--- config.mk ---
export PLATFORM = sky130hd
export DESIGN_NAME = reu_core
export DESIGN_NICKNAME = d
export VERILOG_FILES = /design/src/verilog/reu_pkg.sv /design/src/verilog/reu_core.sv /design/src/verilog/reu_bind_slot.sv
export SDC_FILE = /design/constraint.sdc
export NUM_CORES = 1
export LEC_CHECK = 0
export BUFFER_PORTS_ARGS = -buffer_cell sky130_fd_sc_hd__buf_2
export CORE_MARGIN = 2
export CORE_UTILIZATION = 30
export CTS_CLUSTER_DIAMETER = 60
export DETAILED_ROUTE_END_ITERATION = 6
export PLACE_DENSITY = 0.62
export SLEW_MARGIN = 10
export SYNTH_ARGS = -nofsm -noshare
export SYNTH_HDL_FRONTEND = slang
export SYNTH_HIERARCHICAL = 1
export SYNTH_SLANG_ARGS = --single-unit
--- constraint.sdc ---
create_clock -name clk -period 2.21 [get_ports clk]
set_input_delay 0.663 -clock clk [delete_from_list [all_inputs] [get_ports clk]]
set_output_delay 0.663 -clock clk [all_outputs]
set_load 0.01 [all_outputs]
--- src/verilog/reu_pkg.sv ---
package reu_pkg;
    localparam int unsigned NUM_EXC      = 24;
    localparam int unsigned EXC_W        = 5;
    localparam int unsigned NUM_PINS     = 6;
    localparam int unsigned CODE_W       = 8;
    localparam int unsigned LEVEL_W      = 8;
    localparam int unsigned RXEN_W       = 8;
    localparam int unsigned BITCNT_W     = 3;

    // exception numbers
    localparam logic [EXC_W-1:0] EXC_RX_UNDERFLOW   = 5'h05;
    localparam logic [EXC_W-1:0] EXC_RX_OVERRUN     = 5'h06;
    localparam logic [EXC_W-1:0] EXC_RXEN_CLEARED   = 5'h07;
    localparam logic [EXC_W-1:0] EXC_FRAME_RECEIVED = 5'h08;
    localparam logic [EXC_W-1:0] EXC_FRAME_ACCEPTED = 5'h09;
    localparam logic [EXC_W-1:0] EXC_MATCH_COMPLETE = 5'h0a;
    localparam logic [EXC_W-1:0] EXC_MATCH_FOUND    = 5'h0b;
    localparam logic [EXC_W-1:0] EXC_RX_THRESHOLD   = 5'h0c;
    localparam logic [EXC_W-1:0] EXC_DELIMITER      = 5'h0d;
    localparam logic [EXC_W-1:0] EXC_LOW_OP_DONE    = 5'h0e;
    localparam logic [EXC_W-1:0] EXC_HIGH_OP_DONE   = 5'h0f;
    localparam logic [EXC_W-1:0] EXC_ADDR_FAULT     = 5'h10;
    localparam logic [EXC_W-1:0] EXC_CONTEXT_FAULT  = 5'h11;
    localparam logic [EXC_W-1:0] EXC_OPERAND_FAULT  = 5'h12;
    localparam logic [EXC_W-1:0] EXC_SERIAL_FAULT   = 5'h13;
    localparam logic [EXC_W-1:0] EXC_LOCK_MISSING   = 5'h14;
    localparam logic [EXC_W-1:0] EXC_RX_ABANDONED   = 5'h15;
    localparam logic [EXC_W-1:0] EXC_MOVE_TIMEOUT   = 5'h16;
    localparam logic [EXC_W-1:0] EXC_RESERVED       = 5'h17;
    localparam int unsigned      NUM_EXTERNAL       = 6;

    // pin output codes: single flags sit at exception number plus one
    localparam logic [CODE_W-1:0] PIN_SINGLE_FIRST  = 8'h01;
    localparam logic [CODE_W-1:0] PIN_SINGLE_LAST   = 8'h18;
    localparam logic [CODE_W-1:0] PIN_CHAN_A        = 8'h21;
    localparam logic [CODE_W-1:0] PIN_CHAN_B        = 8'h22;
    localparam logic [CODE_W-1:0] PIN_CHAN_A_COMP   = 8'h23;
    localparam logic [CODE_W-1:0] PIN_CHAN_B_COMP   = 8'h24;
    localparam logic [CODE_W-1:0] PIN_RX_ERRORS     = 8'h25;
    localparam logic [CODE_W-1:0] PIN_GEN_ERRORS    = 8'h26;

    // binding slot second register layout
    localparam int unsigned BIND_EN_BIT = 7;
    localparam int unsigned BIND_NUM_HI = 4;

    // synthesizer lock wait
    localparam int unsigned CLK_PERIOD_NS  = 100;
    localparam int unsigned LOCK_WAIT_NS   = 256_000;
    localparam int unsigned LOCK_WAIT_CYC  = LOCK_WAIT_NS / CLK_PERIOD_NS;
    localparam int unsigned LOCK_CNT_W     = 12;

    localparam logic [NUM_EXC-1:0] FLAGS_RESET = 24'h00_0000;
endpackage : reu_pkg

--- src/verilog/reu_core.sv ---
// Functional notes
// RULE1 - full receive queue write: drop byte, abort, enter overrun state, raise 0x06.
// RULE2 - host should flush the receive queue after overrun, then restart reception.
// RULE3 - raise 0x07 when receive enable becomes all zeros.
// RULE4 - raise 0x08 when the full frame length has been received.
// RULE5 - with filtering on, raise 0x09 on acceptance decision only.
// RULE6 - with matching on, raise 0x0A when matching completes, any result.
// RULE7 - on a match, raise 0x0B immediately before 0x0A.
// RULE8 - 0x0C active at threshold or stored frame, held during overrun.
// RULE9 - raise 0x0D on delimiter received in receive or sent in transmit.
// RULE10 - raise 0x0E/0x0F on low/high operation success, never on fail or abort.
// RULE11 - abort instruction, raise 0x10 on bad address, 0x11 on bad context.
// RULE12 - select released on byte boundary with operands missing: abort, raise 0x12.
// RULE13 - select released mid byte: serial transfer aborted, raise 0x13.
// RULE14 - raise 0x14 on no lock within 256 us, or lock loss in receive.
// RULE15 - raise 0x15 on reception abort, unless caused by overrun.
// RULE16 - raise 0x16 on buffer move wait expiry; 0x17 never raised.
// RULE17 - any single flag can be routed to a pin by its code.
// RULE18 - two masked OR channels, each routable to a pin.
// RULE19 - complementary channel outputs; channel two codes 0x22 and 0x24.
// RULE20 - pin outputs follow stored flags; flags clear only by written zero.
// RULE21 - two fixed error channels on pins, no status bit, no complement.
// RULE22 - two binding slots fire a chosen strobe when bound exception occurs.
// RULE23 - a clear in the same cycle as the event leaves the flag set.
// RULE24 - status bits 5 and 4 show masked flags of channel one and two.
// RULE25 - flags set on detection, regardless of masks and bindings.
`timescale 1ns/1ps
module reu_core (
    input  wire logic                                          clk,
    input  wire logic                                          rst,
    input  wire logic [reu_pkg::NUM_EXTERNAL-1:0]              other_events,
    input  wire logic                                          rx_mode,
    input  wire logic                                          tx_mode,
    input  wire logic                                          rxq_write,
    input  wire logic                                          rxq_full,
    input  wire logic                                          flush_receive_strobe,
    input  wire logic [reu_pkg::RXEN_W-1:0]                    rx_enable,
    input  wire logic                                          length_reached,
    input  wire logic                                          filter_enable,
    input  wire logic                                          filter_decided,
    input  wire logic                                          filter_accept,
    input  wire logic                                          match_enable,
    input  wire logic                                          match_finished,
    input  wire logic                                          match_hit,
    input  wire logic [reu_pkg::LEVEL_W-1:0]                   rxq_filtered_level,
    input  wire logic [reu_pkg::LEVEL_W-1:0]                   rx_threshold,
    input  wire logic                                          frame_stored,
    input  wire logic                                          delimiter_rx,
    input  wire logic                                          delimiter_tx,
    input  wire logic                                          low_op_end,
    input  wire logic                                          high_op_end,
    input  wire logic                                          op_failed,
    input  wire logic                                          illegal_address_seen,
    input  wire logic                                          context_violation,
    input  wire logic                                          serial_select_bar,
    input  wire logic [reu_pkg::BITCNT_W-1:0]                  serial_bit_count,
    input  wire logic                                          operands_pending,
    input  wire logic                                          synth_lock,
    input  wire logic                                          reception_abort_req,
    input  wire logic                                          move_wait_expired,
    input  wire logic                                          flag_write,
    input  wire logic [reu_pkg::NUM_EXC-1:0]                   flag_write_data,
    input  wire logic [reu_pkg::NUM_EXC-1:0]                   channel_one_mask,
    input  wire logic [reu_pkg::NUM_EXC-1:0]                   channel_two_mask,
    input  wire logic [reu_pkg::NUM_PINS*reu_pkg::CODE_W-1:0]  pin_control,
    input  wire logic [reu_pkg::CODE_W-1:0]                    bind_x_cmd,
    input  wire logic [reu_pkg::CODE_W-1:0]                    bind_x_cfg,
    input  wire logic [reu_pkg::CODE_W-1:0]                    bind_y_cmd,
    input  wire logic [reu_pkg::CODE_W-1:0]                    bind_y_cfg,
    output logic                                               rxq_discard,
    output logic                                               rx_abort,
    output logic                                               instr_abort,
    output logic                                               overrun_state,
    output logic [reu_pkg::NUM_EXC-1:0]                        exception_flags,
    output logic                                               status_chan_one,
    output logic                                               status_chan_two,
    output logic [reu_pkg::NUM_PINS-1:0]                       pin_out,
    output logic                                               bind_x_fire,
    output logic [reu_pkg::CODE_W-1:0]                         bind_x_code,
    output logic                                               bind_y_fire,
    output logic [reu_pkg::CODE_W-1:0]                         bind_y_code
);
    import reu_pkg::*;

    logic [NUM_EXC-1:0]    exc_events;
    logic [NUM_EXC-1:0]    flags_nxt;
    logic [NUM_EXC-1:0]    clear_bits;
    logic                  overrun_hit;
    logic [RXEN_W-1:0]     rx_enable_r;
    logic                  match_pending_r;
    logic                  sel_meta_r;
    logic                  sel_sync_r;
    logic                  sel_prev_r;
    logic                  sel_release;
    logic                  lock_meta_r;
    logic                  lock_sync_r;
    logic                  lock_prev_r;
    logic                  rx_mode_prev_r;
    logic [LOCK_CNT_W-1:0] lock_cnt_r;
    logic                  lock_wait_r;
    logic                  lock_timeout;
    logic                  chan_one_nxt;
    logic                  chan_two_nxt;

    assign overrun_hit = rxq_write && rxq_full;
    assign rxq_discard = overrun_hit; // [RULE1]
    assign sel_release = sel_sync_r && !sel_prev_r;
    assign lock_timeout = lock_wait_r && (32'(lock_cnt_r) == LOCK_WAIT_CYC - 1) && !lock_sync_r;

    // overrun state lasts until the host flushes the queue
    always_ff @(posedge clk or posedge rst) begin
        if (rst) begin
            overrun_state <= 1'b0;
        end else if (overrun_hit) begin
            overrun_state <= 1'b1; // [RULE1]
        end else if (flush_receive_strobe) begin
            overrun_state <= 1'b0; // [RULE2]
        end
    end

    always_ff @(posedge clk or posedge rst) begin
        if (rst) begin
            rx_abort    <= 1'b0;
            instr_abort <= 1'b0;
        end else begin
            rx_abort    <= overrun_hit || reception_abort_req; // [RULE1]
            instr_abort <= illegal_address_seen || context_violation
                           || (sel_release && (serial_bit_count != 3'h0 || operands_pending)); // [RULE11] [RULE12]
        end
    end

    always_ff @(posedge clk or posedge rst) begin
        if (rst) begin
            rx_enable_r     <= 8'h00;
            match_pending_r <= 1'b0;
        end else begin
            rx_enable_r     <= rx_enable;
            match_pending_r <= match_enable && match_finished;
        end
    end

    // serial select is a pin: two flops before any decision
    always_ff @(posedge clk or posedge rst) begin
        if (rst) begin
            sel_meta_r  <= 1'b1;
            sel_sync_r  <= 1'b1;
            sel_prev_r  <= 1'b1;
            lock_meta_r <= 1'b0;
            lock_sync_r <= 1'b0;
            lock_prev_r <= 1'b0;
        end else begin
            sel_meta_r  <= serial_select_bar;
            sel_sync_r  <= sel_meta_r;
            sel_prev_r  <= sel_sync_r;
            lock_meta_r <= synth_lock;
            lock_sync_r <= lock_meta_r;
            lock_prev_r <= lock_sync_r;
        end
    end

    // lock wait timer started on entry to receive mode
    always_ff @(posedge clk or posedge rst) begin
        if (rst) begin
            rx_mode_prev_r <= 1'b0;
            lock_cnt_r     <= 12'h000;
            lock_wait_r    <= 1'b0;
        end else begin
            rx_mode_prev_r <= rx_mode;
            if (!rx_mode || lock_sync_r || lock_timeout) begin
                lock_wait_r <= 1'b0;
                lock_cnt_r  <= 12'h000;
            end else if (!rx_mode_prev_r) begin
                lock_wait_r <= 1'b1;
                lock_cnt_r  <= 12'h000;
            end else if (lock_wait_r) begin
                lock_cnt_r  <= lock_cnt_r + 12'h001; // [RULE14]
            end
        end
    end

    always_comb begin
        exc_events                     = '0;
        exc_events[NUM_EXTERNAL-1:0]   = other_events;
        exc_events[EXC_RX_OVERRUN]     = overrun_hit; // [RULE1]
        exc_events[EXC_RXEN_CLEARED]   = (rx_enable_r != 8'h00) && (rx_enable == 8'h00); // [RULE3]
        exc_events[EXC_FRAME_RECEIVED] = length_reached; // [RULE4]
        exc_events[EXC_FRAME_ACCEPTED] = filter_enable && filter_decided && filter_accept; // [RULE5]
        exc_events[EXC_MATCH_FOUND]    = match_enable && match_finished && match_hit; // [RULE7]
        exc_events[EXC_MATCH_COMPLETE] = match_pending_r; // [RULE6] [RULE7]
        exc_events[EXC_RX_THRESHOLD]   = (rxq_filtered_level >= rx_threshold) || frame_stored
                                         || overrun_state; // [RULE8]
        exc_events[EXC_DELIMITER]      = (delimiter_rx && rx_mode) || (delimiter_tx && tx_mode); // [RULE9]
        exc_events[EXC_LOW_OP_DONE]    = low_op_end && !op_failed; // [RULE10]
        exc_events[EXC_HIGH_OP_DONE]   = high_op_end && !op_failed; // [RULE10]
        exc_events[EXC_ADDR_FAULT]     = illegal_address_seen; // [RULE11]
        exc_events[EXC_CONTEXT_FAULT]  = context_violation; // [RULE11]
        exc_events[EXC_OPERAND_FAULT]  = sel_release && serial_bit_count == 3'h0 && operands_pending; // [RULE12]
        exc_events[EXC_SERIAL_FAULT]   = sel_release && serial_bit_count != 3'h0; // [RULE13]
        exc_events[EXC_LOCK_MISSING]   = lock_timeout || (rx_mode && lock_prev_r && !lock_sync_r); // [RULE14]
        exc_events[EXC_RX_ABANDONED]   = reception_abort_req && !overrun_hit; // [RULE15]
        exc_events[EXC_MOVE_TIMEOUT]   = move_wait_expired; // [RULE16]
        exc_events[EXC_RESERVED]       = 1'b0; // [RULE16]
    end

    // set beats clear so an event in the clearing cycle is kept
    assign clear_bits = flag_write ? ~flag_write_data : '0; // [RULE20]
    assign flags_nxt  = (exception_flags & ~clear_bits) | exc_events; // [RULE23] [RULE25]
    assign chan_one_nxt = |(flags_nxt & channel_one_mask);
    assign chan_two_nxt = |(flags_nxt & channel_two_mask);

    always_ff @(posedge clk or posedge rst) begin
        if (rst) begin
            exception_flags <= FLAGS_RESET;
        end else begin
            exception_flags <= flags_nxt; // [RULE20] [RULE25]
        end
    end

    always_ff @(posedge clk or posedge rst) begin
        if (rst) begin
            status_chan_one <= 1'b0;
            status_chan_two <= 1'b0;
        end else begin
            status_chan_one <= chan_one_nxt; // [RULE24]
            status_chan_two <= chan_two_nxt; // [RULE24]
        end
    end

    // pins decode from next flags so each pin matches the stored flag
    genvar gp;
    generate
        for (gp = 0; gp < NUM_PINS; gp++) begin : g_pin
            logic [CODE_W-1:0] code;
            logic [CODE_W-1:0] idx;
            assign code = pin_control[gp*CODE_W +: CODE_W];
            assign idx  = code - PIN_SINGLE_FIRST;
            always_ff @(posedge clk or posedge rst) begin
                if (rst) begin
                    pin_out[gp] <= 1'b0;
                end else begin
                    if (code >= PIN_SINGLE_FIRST && code <= PIN_SINGLE_LAST) begin
                        pin_out[gp] <= flags_nxt[idx[EXC_W-1:0]]; // [RULE17] [RULE20]
                    end else begin
                        case (code)
                            PIN_CHAN_A:      pin_out[gp] <= chan_one_nxt; // [RULE18]
                            PIN_CHAN_B:      pin_out[gp] <= chan_two_nxt; // [RULE18] [RULE19]
                            PIN_CHAN_A_COMP: pin_out[gp] <= |(flags_nxt & ~channel_one_mask); // [RULE19]
                            PIN_CHAN_B_COMP: pin_out[gp] <= |(flags_nxt & ~channel_two_mask); // [RULE19]
                            PIN_RX_ERRORS:   pin_out[gp] <= flags_nxt[EXC_RX_UNDERFLOW] | flags_nxt[EXC_RX_OVERRUN]
                                                 | flags_nxt[EXC_RX_ABANDONED] | flags_nxt[EXC_MOVE_TIMEOUT]; // [RULE21]
                            PIN_GEN_ERRORS:  pin_out[gp] <= flags_nxt[EXC_ADDR_FAULT] | flags_nxt[EXC_CONTEXT_FAULT]
                                                 | flags_nxt[EXC_OPERAND_FAULT] | flags_nxt[EXC_SERIAL_FAULT]; // [RULE21]
                            default:         pin_out[gp] <= 1'b0;
                        endcase
                    end
                end
            end
        end
    endgenerate

    reu_bind_slot u_bind_x (
        .clk        (clk),
        .rst        (rst),
        .cmd_sel    (bind_x_cmd),
        .bind_cfg   (bind_x_cfg),
        .exc_events (exc_events),
        .fire       (bind_x_fire),
        .fire_code  (bind_x_code)
    );

    reu_bind_slot u_bind_y (
        .clk        (clk),
        .rst        (rst),
        .cmd_sel    (bind_y_cmd),
        .bind_cfg   (bind_y_cfg),
        .exc_events (exc_events),
        .fire       (bind_y_fire),
        .fire_code  (bind_y_code)
    );
endmodule : reu_core

--- src/verilog/reu_bind_slot.sv ---
`timescale 1ns/1ps
module reu_bind_slot (
    input  wire logic                        clk,
    input  wire logic                        rst,
    input  wire logic [reu_pkg::CODE_W-1:0]  cmd_sel,
    input  wire logic [reu_pkg::CODE_W-1:0]  bind_cfg,
    input  wire logic [reu_pkg::NUM_EXC-1:0] exc_events,
    output logic                             fire,
    output logic [reu_pkg::CODE_W-1:0]       fire_code
);
    import reu_pkg::*;

    logic [EXC_W-1:0] sel_num;
    logic             hit;

    assign sel_num = bind_cfg[BIND_NUM_HI:0];
    // numbers past the table never fire rather than alias a real flag
    assign hit = bind_cfg[BIND_EN_BIT] && (32'(sel_num) < NUM_EXC) && exc_events[sel_num];

    always_ff @(posedge clk or posedge rst) begin
        if (rst) begin
            fire      <= 1'b0;
            fire_code <= 8'h00;
        end else begin
            fire      <= hit; // [RULE22]
            fire_code <= cmd_sel;
        end
    end
endmodule : reu_bind_slot

## Word level (Yosys, flattened, before mapping)

Index checks and enable logic that the tools add are counted.

| operators by class | value |
|---|---|
| add/sub/neg operators | 7 |
| order comparisons | 23 |
| equal/unequal tests | 39 |
| mux-type cells | 36 |
| bitwise operators | 16 |
| reductions and logical operators | 54 |

Operators by type and width:

| operator | number |
|---|---|
| $eq A8 B6 Y1 const B | 36 |
| $and A24 B24 Y24 | 5 |
| $not A24 Y24 | 4 |
| $reduce_or A24 Y1 | 4 |
| $ge A8 B1 Y1 const B | 6 |
| $le A8 B5 Y1 const B | 6 |
| $lt A5 B6 Y1 const B | 8 |
| $bmux W1 S5 | 8 |
| $mux W12 | 3 |
| $pmux W1 S6 | 6 |
| $logic_and A1 B1 Y1 | 30 |
| $sub A5 B1 Y5 const B | 6 |
| $mux W24 | 1 |
| $or A24 B23 Y24 | 1 |
| $mux W1 | 18 |
| $add A12 B1 Y12 const B | 1 |
| $eq A12 B12 Y1 const B | 1 |
| $logic_or A1 B1 Y1 | 10 |
| $lt A5 B5 Y1 const B | 2 |
| $ge A8 B8 Y1 | 1 |
| $logic_not A8 Y1 | 1 |
| $reduce_bool A8 Y1 | 1 |
| $or A1 B1 Y1 | 6 |
| $logic_not A1 Y1 | 5 |
| 5 further kinds | 5 |

| storage, ports and cells | value |
|---|---|
| register bits | 82 |
| input port bits | 213 |
| output and inout port bits | 54 |
| word-level logic and storage cells | 202 |

## Depth between registers and ports, before layout

| logic depth | value |
|---|---|
| word-level depth | 10 |
| gate-level depth with buffers | 12 |
| depth with buffers taken out | 12 |

## Hierarchy

The synthesis kept the hierarchy.

By module, submodules not included:

| module | instances | cells each | area an instance (um^2) | sequential area each (um^2) |
|---|---|---|---|---|
| reu_core | 1 | 692 | 5,992.0 | 1,605.3 |
| reu_bind_slot | 2 | 31 | 469.2 | 225.2 |

## Least setup slack after synthesis

OpenSTA, ideal clock, no wires.

| timing path | value |
|---|---|
| path kind | input port to flip-flop |
| start | in rx_threshold[7] (netlist name) |
| end | reg pin_out[5] (netlist name) |
| library setup time | 0.120 ns |
| data arrival time | 2.970 ns |
| data required time | 2.090 ns |
| path slack | -0.880 ns |
| cell stages on the path | 9 |
| path buffers | 0 |
| cell sequence | inv_1 -> ha_1 -> a2111oi_2 -> o22ai_1 -> or4_1 -> a2111o_1 -> a221oi_2 -> nand2_1 -> a41o_1 |

| on the way | value |
|---|---|
| longest elaborated chain between the ends | 8 |
| elaborated cells between the ends (all ways) | 16 |
| classes of those cells | order compare (1); mux (4); bitwise (5); reduce/logical (6) |

RTL lines:

| what | RTL line | text |
|---|---|---|
| start, declared | reu_core.sv:46 | `input wire logic [reu_pkg::LEVEL_W-1:0] rx_threshold,` |
| $ge A8 B8 Y1 (*) | reu_core.sv:190 | `exc_events[EXC_RX_THRESHOLD] = (rxq_filtered_level >= rx_threshold) \|\| frame_stored` |
| $logic_or A1 B1 Y1 (*) | reu_core.sv:190 |  |
| $logic_or A1 B1 Y1 (*) | reu_core.sv:191 | `\|\| overrun_state;` |
| $or A24 B23 Y24 (*) | reu_core.sv:207 | `assign flags_nxt = (exception_flags & ~clear_bits) \| exc_events;` |
| $and A24 B24 Y24 (on tied branches) | -- |  |
| $reduce_or A24 Y1 (on tied branches) | -- |  |
| $pmux W1 S6 | reu_core.sv:244 | `case (code)` |
| $mux W1 (*) | reu_core.sv:241 | `if (code >= PIN_SINGLE_FIRST && code <= PIN_SINGLE_LAST) begin` |
| end signal, assigned by index | reu_core.sv:242 | `pin_out[gp] <= flags_nxt[idx[EXC_W-1:0]];` |
| end signal, assigned by index | reu_core.sv:245 | `PIN_CHAN_A: pin_out[gp] <= chan_one_nxt;` |
| end signal, assigned by index | reu_core.sv:248 | `PIN_CHAN_B_COMP: pin_out[gp] <= \|(flags_nxt & ~channel_two_mask);` |
| end, declared | reu_core.sv:77 | `output logic [reu_pkg::NUM_PINS-1:0] pin_out,` |

Every way passes the cells marked *; elsewhere a longest branch is shown, timed or not. The select of a mux whose other input is x is not followed.
A chain may end at the register's enable or synchronous reset.

## Worst setup path in the final report

| timing path | value |
|---|---|
| start | in flag_write |
| end | reg pin_out[3] (netlist name) |

| on the way | value |
|---|---|
| elaborated cells between the ends (all ways) | 22 |
| classes of those cells | mux (5); bitwise (13); reduce/logical (4) |

RTL lines:

| what | RTL line | text |
|---|---|---|
| start, declared | reu_core.sv:61 | `input wire logic flag_write,` |
| $mux W24 | reu_core.sv:206 | `assign clear_bits = flag_write ? ~flag_write_data : '0;` |
| $not A24 Y24 | reu_core.sv:207 |  |
| $and A24 B24 Y24 | reu_core.sv:207 |  |
| $or A24 B23 Y24 | reu_core.sv:207 |  |
| net flags_nxt[6] | reu_core.sv:86 | `logic [NUM_EXC-1:0] flags_nxt;` |
| $and A24 B24 Y24 | reu_core.sv:208 | `assign chan_one_nxt = \|(flags_nxt & channel_one_mask);` |
| $reduce_or A24 Y1 | reu_core.sv:208 |  |
| net chan_one_nxt | reu_core.sv:102 | `logic chan_one_nxt;` |
| $pmux W1 S6 | reu_core.sv:244 |  |
| $mux W1 | reu_core.sv:241 |  |
| end signal, assigned by index | reu_core.sv:242 |  |
| end signal, assigned by index | reu_core.sv:245 |  |
| end signal, assigned by index | reu_core.sv:246 | `PIN_CHAN_B: pin_out[gp] <= chan_two_nxt;` |

The timed path passes the listed nets, and every way through them passes these cells. The select of a mux whose other input is x is not followed.

==> impl_metrics.json <==
{
  "finalCritPeriodShare": 1.26,
  "antenna_left": 0,
  "timing_hold_violations_final": 0,
  "arrival_ns": 3.03,
  "yosysMostFrequentCell": "dfrtp_1",
  "leakage_nw": 5.36,
  "rows": 55,
  "gp_congestion": 1.01,
  "core_area_um2": 22600,
  "cp-start-kind": "input port",
  "cp-end-kind": "flip-flop",
  "routed-via-count": 8436,
  "power.internal_mw": 3.44,
  "vias_per_cell": 5.45,
  "rsz0062_at_grt": "yes",
  "p_comb_frac": 0.380,
  "power_mw": 5.20,
  "grt-ovfl-total": 0,
  "yosysTopAreaCellShare": 0.285,
  "layout_min_cycle_time_ns": 2.78,
  "finalNonFillerCells": 1549,
  "grt_max_degree": 27,
  "seq_area_um2": 2060,
  "max_cap_viol_count": 0,
  "synth_compound_area_frac": 0.212,
  "ctsHoldBuffers": 0,
  "place_inst": 1517,
  "pwr-share-seq": 0.314,
  "hold_path_class": "in -> async",
  "yosysWarnings": 6,
  "status": "finished, violations left",
  "yosys.area_share.adder": 0.0704,
  "cts.clk_slew.worst_paths_ns": 0.08,
  "clk_latency_ns": 0.36,
  "synth_cells": 754,
  "cts_tree": "yes",
  "dieArea_um2": 24300,
  "die_h_um": 156,
  "synth-simple-area-share": 0.188,
  "tightest_slew_ns": 0.685,
  "power.switching_mw": 1.76,
  "design_area_um2": 11300,
  "synth.avg_cell_area_um2": 9.19,
  "post-dp-hpwl_mm": 26.5,
  "grt_antenna_before_repair": 2,
  "cts_buffer_depth": 2,
  "cts_buffers": 9,
  "drtIter0Drc": 659,
  "finClkSkew_ns": 0.0171,
  "cp_max_fo": 8,
  "ys_async_sr_fraction": 1.00,
  "grt_pass1_wl_mm": 47.3,
  "powerDensity_nw_per_um2": 462,
  "crit_type": "in -> reg",
  "boundaryPins": 267,
  "die_x_um": 156,
  "initial_core_util": 0.306,
  "setup_ws_ns": -0.572,
  "remaining_drc_errors": 0,
  "track_usage": 0.258,
  "synth_largest_area_cell": "dfrtp_1",
  "peakVddDrop_mv": 0.361,
  "synth_area_leaders": "dfrtp_1, mux4_2, ha_1",
  "muxShareOfSynthArea": 0.144,
  "cts-root-buf": "clkbuf_16",
  "grt_pass1_vias": 8204,
  "synthFlopType": "dfrtp_1",
  "synthTopCellsByCount": "dfrtp_1, inv_1, nand2_1",
  "synth_cell_types": 76,
  "firstDrtPassIters": 5,
  "swShare": 0.339,
  "layout-area-overhead-vs-synth_pct": 62.7,
  "setup_viol": 10,
  "wl_per_cell_um": 20.8,
  "fin_hold_ws_ns": 0.303,
  "nNetsFinal": 1510,
  "htreeDepth": 3,
  "max_slew_margin": 0.543,
  "ys_seq_elements": 82,
  "required_ns": 2.46,
  "slew_viol_final": 0,
  "clkPwrFrac": 0.305,
  "multiInputGateArea_um2": 4860,
  "finalWirelength_mm": 32.2,
  "clock_sinks": 82,
  "yosysSeqAreaShare": 0.297,
  "preCtsSetupSlack_ns": -1.08,
  "synth_edf_count": 0,
  "io_buffers": 262,
  "synthXorXnorAreaFrac": 0.0316,
  "synth_area_um2": 6930,
  "fill_cells": 2173,
  "failed_checks": "negative setup slack",
  "place_area_um2": 10500,
  "fmax_ghz": 0.359,
  "drive_gt1_frac": 0.521,
  "synth_top_family_by_area": "compound AO/OA/AOI/OAI gates"
}
logic make-up after synthesis:
family	after synthesis
other cells	1
fa+ha+maj	39
flops	82
xor+xnor	25
mux	50
compound gates	206
simple gates	254
buf+inv	97
cells in the final DEF, fill, tap and decap left out, types with 21 or more instances in the layout:
cell,count
a21oi_1,22
buf_2,257
buf_4,242
dfrtp_1,79
ha_1,33
inv_1,49
mux4_2,31
nand2_1,52
nand2b_1,28
nand3_1,36
nor2_1,46
o21ai_0,38
o22ai_1,21
registers in the layout, indices dropped and copies added (netlist names), 6 cells and up:
register            cells
rx_enable_r             8
u_bind_x/fire_code      8
pin_out                 6
exception_flags        24
u_bind_y/fire_code      8
lock_cnt_r             12
worst max-delay path, cell delays in order:
cell and delay [ns]:
buf_12 0.10, buf_12 0.13, and2b_2 0.18, nor2_4 0.05, nor2_4 0.09, inv_2 0.04, a222oi_1 0.56, nand4_1 0.19
nor4_1 0.20, buf_4 0.15, nand3_2 0.07, buf_6 0.15, a221oi_2 0.23, a2bb2oi_1 0.17, o21ai_1 0.07
final timing paths:
path / startpoint / cells past startpoint / slack, ns / end
setup / recovery: flag_write / 15 / -0.57 / pin_out[3]$_DFF_PP0_
hold / removal: rst / 2 / 0.30 / u_bind_x/fire_code[5]$_DFF_PP0_
setup reg to reg: lock_cnt_r[0]$_DFFE_PP0P_ / 11 / -0.49 / pin_out[4]$_DFF_PP0_
hold reg to reg: lock_meta_r$_DFF_PP0_ / 0 / 0.35 / lock_sync_r$_DFF_PP0_
max in group asynchronous: rst / 3 / 1.17 / sel_sync_r$_DFF_PP1_
min in group clk: lock_meta_r$_DFF_PP0_ / 0 / 0.35 / lock_sync_r$_DFF_PP0_
what timing repair did:
item,4_1_cts,5_1_grt
cloned,1,0
pin swaps,11,29
setup endpoints to repair,16,15
gates resized for setup,31,50
setup buffers,6,9
power groups by stage:
stage | Combinational, mW | Sequential [mW] | Clock, mW
finish | 1.98 | 1.63 | 1.59
global route | 2.11 | 1.64 | 1.65
CTS | 1.87 | 1.63 | 1.60
detailed placement | 1.82 | 1.66 | 0
global placement | 1.80 | 1.66 | 0
floorplan | 0.794 | 1.68 | 0
routing by layer:
| layer | wire length, um | global-route usage | up-vias |
|---|---|---|---|
| li1 | - | - | 3875 |
| met1 | 12900 | 0.329 | 4036 |
| met2 | 15400 | 0.437 | 459 |
| met3 | 2920 | 0.0561 | 62 |
| met4 | 923 | 0.0813 | 4 |
| met5 | 27 | 0 | - |
layout make-up:
cell class | count | area share
Multi-Input combinational cell | 576 | 0.431
Timing Repair Buffer | 522 | 0.304
Sequential cell | 82 | 0.182
Tap cell | 285 | 0.0316
Inverter | 67 | 0.0242
Clock buffer | 10 | 0.0203
Clock inverter | 6 | 0.00588
Antenna cell | 1 | 0.000222
through the flow:
| stage | utilization | TNS, ns |
|---|---|---|
| 6_report | 0.498 | -4.13 |
| 5_1_grt | 0.498 | -5.03 |
| 4_1_cts | 0.484 | -3.71 |
| 3_5_place_dp | 0.462 | -8.88 |
| 3_3_place_gp | 0.462 | -8.97 |
| 2_1_floorplan | - | -4.00 |
(Power assumes the default switching activity.)
